$ cat config.mk
export PLATFORM = sky130hd
export DESIGN_NAME = fpsr_status_control
export DESIGN_NICKNAME = d
export VERILOG_FILES = /design/src/fpsr_status_control.v
export VERILOG_INCLUDE_DIRS = /design/src
export SDC_FILE = /design/constraint.sdc
export NUM_CORES = 1
export LEC_CHECK = 0
export BUFFER_PORTS_ARGS = -buffer_cell sky130_fd_sc_hd__buf_2
export CAP_MARGIN = 20
export CORE_MARGIN = 2
export CORE_UTILIZATION = 43
export DETAILED_ROUTE_END_ITERATION = 10
export HOLD_SLACK_MARGIN = 0.1
export PLACE_DENSITY = 0.83
export SKIP_CTS_REPAIR_TIMING = 1
export SLEW_MARGIN = 30
export SYNTH_ARGS = -nofsm -noshare
export SYNTH_HDL_FRONTEND = slang
export SYNTH_HIERARCHICAL = 1
export SYNTH_SLANG_ARGS = --single-unit
$ cat constraint.sdc
create_clock -name ref_clk -period 3.1 [get_ports ref_clk]
set_input_delay 0.31 -clock ref_clk [delete_from_list [all_inputs] [get_ports ref_clk]]
set_output_delay 0.31 -clock ref_clk [all_outputs]
set_load 0.02 [all_outputs]
$ cat src/fpsr_consts.vh
`ifndef FPSR_CONSTS_VH
`define FPSR_CONSTS_VH
`define FPSR_RD_HI 31
`define FPSR_RD_LO 30
`define FPSR_TEM_HI 27
`define FPSR_TEM_LO 23
`define FPSR_NONSTD_BIT 22
`define FPSR_VER_HI 19
`define FPSR_VER_LO 17
`define FPSR_FTT_HI 16
`define FPSR_FTT_LO 14
`define FPSR_FCC_HI 11
`define FPSR_FCC_LO 10
`define FPSR_AEXC_HI 9
`define FPSR_AEXC_LO 5
`define FPSR_CEXC_HI 4
`define FPSR_CEXC_LO 0
`define FPSR_FTT_NONE 3'h0
`define FPSR_FTT_IEEE 3'h1
`define FPSR_FTT_SEQ 3'h4
`define FPSR_RD_NEAREST 2'h0
`define FPSR_RD_ZERO 2'h1
`define FPSR_RD_PLUS 2'h2
`define FPSR_RD_MINUS 2'h3
`define FPSR_EXC_ZERO 5'h00
`define FPSR_FCC_RESET 2'h0
`define FPSR_VER_DEFAULT 3'h0
`endif

$ cat src/fpsr_status_control.v
// Operation
// - Rounding field selects four rounding directions
// - Five-bit mask enables trap per exception
// - Nonstandard mode bit reads zero, ignores writes
// - Trap type held until store or operate
// - Condition codes change only on compares and loads
// - Conditional branch evaluates current condition codes
// - Mask AND current flags nonzero raises trap
// - Otherwise OR current flags into accrued
// - Current flags show latest operate exceptions
// - Absent exceptions clear current flag bits
// - Triple-redundant storage, undefined after power-up except trap type
// - Load and store status need no privilege
// - Trap codes: 0 none, 1 IEEE, 4 sequence
`timescale 1ns/10ps
`default_nettype none
`include "fpsr_consts.vh"
module fpsr_vote3 #(
   parameter W = 32
) (
   input wire [W-1:0] a,
   input wire [W-1:0] b,
   input wire [W-1:0] c,
   output wire [W-1:0] y
);
   assign y = (a & b) | (b & c) | (a & c);
endmodule // fpsr_vote3

module fpsr_tmr_field #(
   parameter W = 5,
   parameter HAS_RESET = 0,
   parameter [W-1:0] RESET_VALUE = {W{1'b0}}
) (
   input wire ref_clk,
   input wire reset,
   input wire [W-1:0] d,
   output wire [W-1:0] q
);
   // Three copies load together; one upset copy is outvoted
   reg [W-1:0] copy0_ff;
   reg [W-1:0] copy1_ff;
   reg [W-1:0] copy2_ff;

   // Reset reaches only fields that declare one
   always @(posedge ref_clk) begin
      if (reset && HAS_RESET != 0) begin
         copy0_ff <= RESET_VALUE;
      end else begin
         copy0_ff <= d;
      end
   end

   always @(posedge ref_clk) begin
      if (reset && HAS_RESET != 0) begin
         copy1_ff <= RESET_VALUE;
      end else begin
         copy1_ff <= d;
      end
   end

   always @(posedge ref_clk) begin
      if (reset && HAS_RESET != 0) begin
         copy2_ff <= RESET_VALUE;
      end else begin
         copy2_ff <= d;
      end
   end

   fpsr_vote3 #(
      .W(W)
   ) u_vote (
      .a(copy0_ff),
      .b(copy1_ff),
      .c(copy2_ff),
      .y(q)
   );
endmodule // fpsr_tmr_field

module fpsr_status_control #(
   parameter [2:0] VERSION = `FPSR_VER_DEFAULT // Arbitrary value
) (
   input wire ref_clk,
   input wire reset,
   input wire load_status_insn,
   input wire [31:0] load_data,
   input wire store_status_insn,
   input wire float_operate_insn,
   input wire [4:0] op_exc,
   input wire sequence_error,
   input wire float_compare_insn,
   input wire float_compare_signal_insn,
   input wire [1:0] compare_result,
   input wire float_cond_branch_insn,
   input wire [3:0] branch_cond,
   output reg branch_taken_ff,
   output reg float_trap_ff,
   output wire [1:0] round_mode,
   output wire [31:0] fp_status_control
);
   // Exception vectors ordered nv,of,uf,dz,nx in mask, accrued and current fields
   wire [1:0] rd_v;
   wire [4:0] tem_v;
   wire [2:0] ftt_v;
   wire [1:0] fcc_v;
   wire [4:0] aexc_v;
   wire [4:0] cexc_v;
   reg [1:0] nxt_rd;
   reg [4:0] nxt_tem;
   reg [2:0] nxt_ftt;
   reg [1:0] nxt_fcc;
   reg [4:0] nxt_aexc;
   reg [4:0] nxt_cexc;
   reg nxt_trap;
   reg nxt_taken;
   wire [4:0] trap_hits;
   wire any_compare;
   wire op_seq;
   wire op_ieee;
   wire op_clean;
   wire [1:0] load_rd;
   wire [4:0] load_tem;
   wire [1:0] load_fcc;
   wire [4:0] load_aexc;
   wire [4:0] load_cexc;

   // Voting masks a single upset copy; only the trap type field resets, others are undefined after power-up
   fpsr_tmr_field #(
      .W(2)
   ) u_rd (
      .ref_clk(ref_clk),
      .reset(reset),
      .d(nxt_rd),
      .q(rd_v)
   );

   fpsr_tmr_field #(
      .W(5)
   ) u_tem (
      .ref_clk(ref_clk),
      .reset(reset),
      .d(nxt_tem),
      .q(tem_v)
   );

   fpsr_tmr_field #(
      .W(3),
      .HAS_RESET(1),
      .RESET_VALUE(`FPSR_FTT_NONE)
   ) u_ftt (
      .ref_clk(ref_clk),
      .reset(reset),
      .d(nxt_ftt),
      .q(ftt_v)
   );

   fpsr_tmr_field #(
      .W(2)
   ) u_fcc (
      .ref_clk(ref_clk),
      .reset(reset),
      .d(nxt_fcc),
      .q(fcc_v)
   );

   fpsr_tmr_field #(
      .W(5)
   ) u_aexc (
      .ref_clk(ref_clk),
      .reset(reset),
      .d(nxt_aexc),
      .q(aexc_v)
   );

   fpsr_tmr_field #(
      .W(5)
   ) u_cexc (
      .ref_clk(ref_clk),
      .reset(reset),
      .d(nxt_cexc),
      .q(cexc_v)
   );

   assign round_mode = rd_v;
   assign trap_hits = tem_v & op_exc;
   // One operate outcome: sequence error, enabled exception, or clean
   assign any_compare = float_compare_insn | float_compare_signal_insn;
   assign op_seq = float_operate_insn & sequence_error;
   assign op_ieee = float_operate_insn & ~sequence_error & (trap_hits != `FPSR_EXC_ZERO);
   assign op_clean = float_operate_insn & ~sequence_error & (trap_hits == `FPSR_EXC_ZERO);
   // Nonstandard bit and version are not writable
   assign load_rd = load_data[`FPSR_RD_HI:`FPSR_RD_LO];
   assign load_tem = load_data[`FPSR_TEM_HI:`FPSR_TEM_LO];
   assign load_fcc = load_data[`FPSR_FCC_HI:`FPSR_FCC_LO];
   assign load_aexc = load_data[`FPSR_AEXC_HI:`FPSR_AEXC_LO];
   assign load_cexc = load_data[`FPSR_CEXC_HI:`FPSR_CEXC_LO];

   // Reserved bits and version are fixed; only voted fields vary
   assign fp_status_control[`FPSR_RD_HI:`FPSR_RD_LO] = rd_v;
   assign fp_status_control[`FPSR_RD_LO-1:`FPSR_TEM_HI+1] = 2'h0;
   assign fp_status_control[`FPSR_TEM_HI:`FPSR_TEM_LO] = tem_v;
   assign fp_status_control[`FPSR_NONSTD_BIT] = 1'b0;
   assign fp_status_control[`FPSR_NONSTD_BIT-1:`FPSR_VER_HI+1] = 2'h0;
   assign fp_status_control[`FPSR_VER_HI:`FPSR_VER_LO] = VERSION;
   assign fp_status_control[`FPSR_FTT_HI:`FPSR_FTT_LO] = ftt_v;
   assign fp_status_control[`FPSR_FTT_LO-1:`FPSR_FCC_HI+1] = 2'h0;
   assign fp_status_control[`FPSR_FCC_HI:`FPSR_FCC_LO] = fcc_v;
   assign fp_status_control[`FPSR_AEXC_HI:`FPSR_AEXC_LO] = aexc_v;
   assign fp_status_control[`FPSR_CEXC_HI:`FPSR_CEXC_LO] = cexc_v;

   // Load and store status carry no privilege check
   // Rounding direction and mask change only by load
   always @* begin
      nxt_rd = rd_v;
      if (load_status_insn) begin
         nxt_rd = load_rd;
      end
   end

   // Trap enables, one per exception
   always @* begin
      nxt_tem = tem_v;
      if (load_status_insn) begin
         nxt_tem = load_tem;
      end
   end

   // A compare in the same cycle as a load wins the condition codes
   always @* begin
      nxt_fcc = fcc_v;
      if (load_status_insn) begin
         nxt_fcc = load_fcc;
      end
      if (any_compare) begin
         nxt_fcc = compare_result;
      end
   end

   // An operate in the load cycle accrues on top of the loaded value
   always @* begin
      nxt_aexc = aexc_v;
      if (load_status_insn) begin
         nxt_aexc = load_aexc;
      end
      if (op_clean) begin
         nxt_aexc = nxt_aexc | op_exc;
      end
   end

   // Current flags follow the latest operate, or the loaded value when no operate
   always @* begin
      nxt_cexc = cexc_v;
      if (load_status_insn) begin
         nxt_cexc = load_cexc;
      end
      if (float_operate_insn) begin
         nxt_cexc = op_exc;
      end
   end

   // Load cannot write the trap type; a later operate overrides a store clear
   always @* begin
      nxt_ftt = ftt_v;
      if (store_status_insn) begin
         nxt_ftt = `FPSR_FTT_NONE;
      end
      if (op_seq) begin
         nxt_ftt = `FPSR_FTT_SEQ;
      end else if (op_ieee) begin
         nxt_ftt = `FPSR_FTT_IEEE;
      end else if (op_clean) begin
         nxt_ftt = `FPSR_FTT_NONE;
      end
   end

   always @* begin
      nxt_trap = op_seq | op_ieee;
   end

   // Branch condition bit n selects fcc value n
   always @* begin
      nxt_taken = float_cond_branch_insn & branch_cond[fcc_v];
   end

   // Trap and branch results stand for one cycle
   always @(posedge ref_clk) begin
      if (reset) begin
         float_trap_ff <= 1'b0;
      end else begin
         float_trap_ff <= nxt_trap;
      end
   end

   always @(posedge ref_clk) begin
      if (reset) begin
         branch_taken_ff <= 1'b0;
      end else begin
         branch_taken_ff <= nxt_taken;
      end
   end
endmodule // fpsr_status_control
`default_nettype wire

# Word level (Yosys, flattened, before mapping)
# Index checks and enable logic that the tools add are counted.
# totals
regBits,24
latch_bits,0
mem_bits_rw,0
romBits,0
inputBits,52
output_inout_bits,36
word_cells,57
mem_count,0
# classes
add_sub_neg,0
mul,0
n_div,0
n_lt_le_gt_ge,1
n_eq_ne,0
shift,0
muxes,14
bitwise_logic,28
n_reduce_logical,4
# ops
cell,n
bitwise OR 5 bit,7
two-way mux 5 bit,5
AND 5 bit,4
two-way mux 3 bit,4
bitwise OR 2 bit,4
two-way mux 2 bit,3
bitwise OR 3 bit,2
AND 1 bit,5
zero test 5 bit,1
nonzero test 5 bit,1
OR reduction 5 bit,1
AND 2 bit,2
AND 3 bit,1
less-than comparator 2 x 3 -> 1 bit (second input constant),1
binary-select mux 1 bit (select 2 bit),1
bitwise OR 1 bit,2
OR reduction 2 bit,1
two-way mux 1 bit,1
inverter 1 bit,1

# Depth between registers and ports, before layout
# logic_depth
word_depth,9
mapped_depth,5
mapped_depth_nobuf,5

# By module
# Netlist, hierarchy kept.
# by_module_without_submodules
mod,n_inst,cells_per_inst,area_per_inst_um2,seq_area_each_um2
fpsr_status_control,1,72,560.5,40.0
fpsr_tmr_field (u_aexc ...),3,5,100.1,100.1
fpsr_vote3 (u_aexc.u_vote ...),3,5,56.3,0.0
fpsr_tmr_field (u_fcc ...),2,2,40.0,40.0
fpsr_tmr_field (u_ftt),1,6,78.8,60.1
fpsr_vote3 (u_fcc.u_vote ...),2,2,22.5,0.0
fpsr_vote3 (u_ftt.u_vote),1,3,33.8,0.0

# Worst setup path after synthesis
# No wires, ideal clock.
# synth_path
kind,register to register
from,register u_tem.copy2_ff[0]
to,register u_ftt.copy1_ff[0]
setup_ns,0.114
t_arrival_ns,1.471
required_ns,2.986
setup_slack_ns,1.515
stages_incl_launch_ff,6
n_path_buf,0
synth_period_minus_slack_ns,1.585
path_cell_list,dfxtp_1 -> maj3_2 -> a222oi_1 -> nand2_1 -> a22o_1 -> nor2b_1
# synth_via
elab_chain_cells,8
word_cells_on_any_way,10
cone_classes,2 x mux; 6 x bitwise; 2 x reduce/logical
# synth_lines
item,line,text
"start, declared",fpsr_status_control.v:42,reg [W-1:0] copy2_ff;
"start signal, assigned",fpsr_status_control.v:63,copy2_ff <= RESET_VALUE;
"start signal, assigned",fpsr_status_control.v:65,copy2_ff <= d;
AND 5 bit (*),--,
bitwise OR 5 bit,fpsr_status_control.v:26,assign y = (a & b) | (b & c) | (a & c);
bitwise OR 5 bit (*),fpsr_status_control.v:26,
via fp_status_control[23],fpsr_status_control.v:98,output wire [31:0] fp_status_control
AND 5 bit (*),fpsr_status_control.v:184,assign trap_hits = tem_v & op_exc;
zero test 5 bit (no source line),--,
AND 1 bit,fpsr_status_control.v:189,assign op_clean = float_operate_insn & ~sequence_error & (trap_hits == `FPSR_EXC_ZERO);
two-way mux 3 bit,fpsr_status_control.v:270,end else if (op_clean) begin
two-way mux 3 bit (*),fpsr_status_control.v:268,end else if (op_ieee) begin
"end signal, assigned",fpsr_status_control.v:55,copy1_ff <= RESET_VALUE;
"end signal, assigned",fpsr_status_control.v:57,copy1_ff <= d;
"end, declared",fpsr_status_control.v:41,reg [W-1:0] copy1_ff;
# Mark *: on every way through the listed nets, which the timed path passes. The rest lies on a longest branch.
# A chain may end at the register's enable or synchronous reset.

# Worst setup path in the final report
# layout_path
from,register u_tem.copy2_ff[0]
to,register u_ftt.copy1_ff[0]
# layout_via
elab_chain_cells,8
word_cells_on_any_way,10
cone_classes,2 x mux; 6 x bitwise; 2 x reduce/logical
# layout_lines
item,line
AND 5 bit (*),--
bitwise OR 5 bit,fpsr_status_control.v:26
bitwise OR 5 bit (*),fpsr_status_control.v:26
AND 5 bit (*),fpsr_status_control.v:184
zero test 5 bit (no source line),--
AND 1 bit,fpsr_status_control.v:189
two-way mux 3 bit,fpsr_status_control.v:270
two-way mux 3 bit (*),fpsr_status_control.v:268
# Every way passes the cells marked *; elsewhere a longest branch is shown, timed or not.

==> qor.yml <==
power_and_ir_drop:
  power_uw: 974.3
  p_per_area_nw_per_um2: 605.5
  ir_drop_mv: 0.4643
  power_leakage_uw: 0.0007886
cells_and_area:
  area_growth_pct: 26.95
  diodes: 0
  fillers: 274
  drive_above_1_share_pct: 56.91
  multiInputGateArea_sq_um: 713.2
  nets: 234
  seq_area_sq_um: 480.5
synthesis:
  synth_seq_area_share_pct: 37.91
  synth.distinct_cells: 23
  synth_seq_cells: 24
  synthTopCellsByArea: "dfxtp_1 38%, maj3_2 20%, buf_4 7.1%, mux2_2 7.1%, mux2i_1 6.3%"
  synth_top_area_cell: "dfxtp_1"
  postSynthAreaPerCell_sq_um: 10.65
  synth_top_area_share_pct: 37.91
  netlist_area_sq_um: 1267
  yosys_warnings: 6
  netlist_instances: 119
place:
  numPortBuffers: 64
  gp_congestion: 0.6995
  hpwl_um: 1916
global_route:
  track_usage_pct: 14.74
  antenna_found_initial: 0
  grt.busiest_layer: "met2"
  use_met2_pct: 26.81
  grt_max_degree: 25
  first_global_vias: 881
  use_met3_pct: 4.835
  grt-ovfl-total: 0
  grt_use_met1_pct: 16.32
  grt_pass1_wl_um: 3739
timing:
  max_freq_ghz: 0.6098
  rsz0062_at_grt: "false"
  worstMarginPinSlew_ns: 0.5132
  post-route-min-period_ns: 1.640
  period_share_pct: 52.90
  slew_viol_final: 0
  hold_violations: 0
  skew_ns: 0.009121
  finalSetupViolations: 0
  tns_ns: 0
  relSlewSlack_pct: 65.78
setup_path:
  cp-end-kind: "flip-flop"
  startpoint_type: "flip-flop"
  worstPathRequired_ns: 3.33
  critPathMaxFanout: 3
  arrival_ns: 1.87
  rr_worst_depth: 5
  crit_type: "flip-flop to flip-flop"
detailed_routing:
  ant_nets: 0
  post_drt_wl_per_cell_um: 11.16
  drtIter0Drc: 17
  drc: 0
  avgViaCountPerCell: 4.703
  vias: 997
  first_pass_iters: 4
  wl_um: 2366
clock_tree:
  cts_made_buffers: 3
  clkTransAtPathRegs_ns: 0.13
  cts.sinks: 24
  clkLatencyLatePin_ns: 0.32
  cts_tree: "built"
  clock_path_buffers: 2
  ctsRootBufferMaster: "clkbuf_4"
  cts_max_level: 1
floorplan:
  core_area_sq_um: 2781
  die_x_um: 58.29
  io_pins: 88
  die_h_um: 58.29
  rows: 19
  die_area_sq_um: 3398
  start_util_pct: 45.57
hold_path:
  whs_path_depth: 2
  hp-class: "input port to flip-flop"
run:
  maxCapViolations: 0
run_status:
  status: "complete, no violations"
Yosys cell counts:
master	number
dfxtp_1	24
maj3_2	22
buf_4	12
nor2b_1	9
mux2_2	8
mux2i_1	8
nand2_1	7
o21ai_0	5
a221o_2	4
nor2_1	4
a21oi_1	2
a22o_1	2
buf_2	2
a221o_1	1
a222oi_1	1
a22oi_1	1
and2_1	1
and3_2	1
clkbuf_1	1
conb_1	1
inv_1	1
o2111a_1	1
o211a_1	1
report_power, final:
group | total, uW | internal [uW] | switching, uW
registers | 388 | 352 | 35.6
logic | 362 | 165 | 197
clock network | 224 | 131 | 93.7
flip-flops by register name, indices dropped and copies added, names as in the netlist:
name	cells
u_fcc/copy2_ff	2
u_ftt/copy1_ff	3
float_trap_ff	1
u_tem/copy2_ff	5
u_cexc/copy2_ff	5
branch_taken_ff	1
u_rd/copy2_ff	2
u_aexc/copy2_ff	5
layout make-up:
class | instances | area share, %
multi-input cells | 88 | 44.32
inverters | 1 | 0.2333
clock buffers | 3 | 1.400
well taps | 31 | 2.411
clock inverters | 1 | 1.866
flip-flops and latches | 24 | 29.86
repair buffers | 64 | 19.91
logic make-up after synthesis:
group                      Yosys count  synth area share (%)
buffers and inverters               16                 8.489
muxes                               16                 13.43
DFF                                 24                 37.91
other                                1                0.2959
and+or+nand+nor                     22                 8.786
AOI/OAI and AO/OA                   18                 11.55
adders and majority gates           22                 19.55
layout by cell type (no fill, tap or decap), drive strengths merged, types with 2 or more instances in the layout:
master / count
clkbuf: 3
a22o: 2
mux2: 8
nand2: 7
mux2i: 8
maj3: 22
dfxtp: 24
conb: 10
buf: 64
a21oi: 2
nor2: 4
a221o: 5
o21ai: 5
nor2b: 9
critical path: stages, from the launching register on:
cell and delay, ns:
dfxtp_1 0.35, maj3_2 0.33, a222oi_1 0.39, nand2_1 0.13, a22o_1 0.24, nor2b_1 0.12
per-layer routing:
metal / routed length (um) / share of wire (%)
met5: 0 / 0
met4: 19 / 0.80
met3: 157 / 6.6
met2: 1234 / 52
met1: 955 / 40
stage by stage:
stage	util [%]	hold slack [ns]	std cells	setup slack, ns	area (sq um)
3_5_place_dp	55.96	0.5289	208	1.443	1556
5_1_grt	57.85	0.1679	212	1.346	1609
2_1_floorplan	-	0.3816	128	1.515	1301
6_report	57.85	0.1785	212	1.460	1609
4_1_cts	57.85	0.1743	212	1.426	1609
3_3_place_gp	55.96	0.5297	208	1.460	1556
final timing paths:
check	to	slack, ns	start
hold reg to reg	u_tem/copy2_ff[4]	0.75	u_tem/copy2_ff[4]
setup reg to reg	u_ftt/copy1_ff[0]	1.46	u_tem/copy2_ff[0]
setup / recovery	u_ftt/copy1_ff[0]	1.46	u_tem/copy2_ff[0]
hold / removal	u_ftt/copy1_ff[0]	0.18	reset
Power figures use the tool's default switching activity.
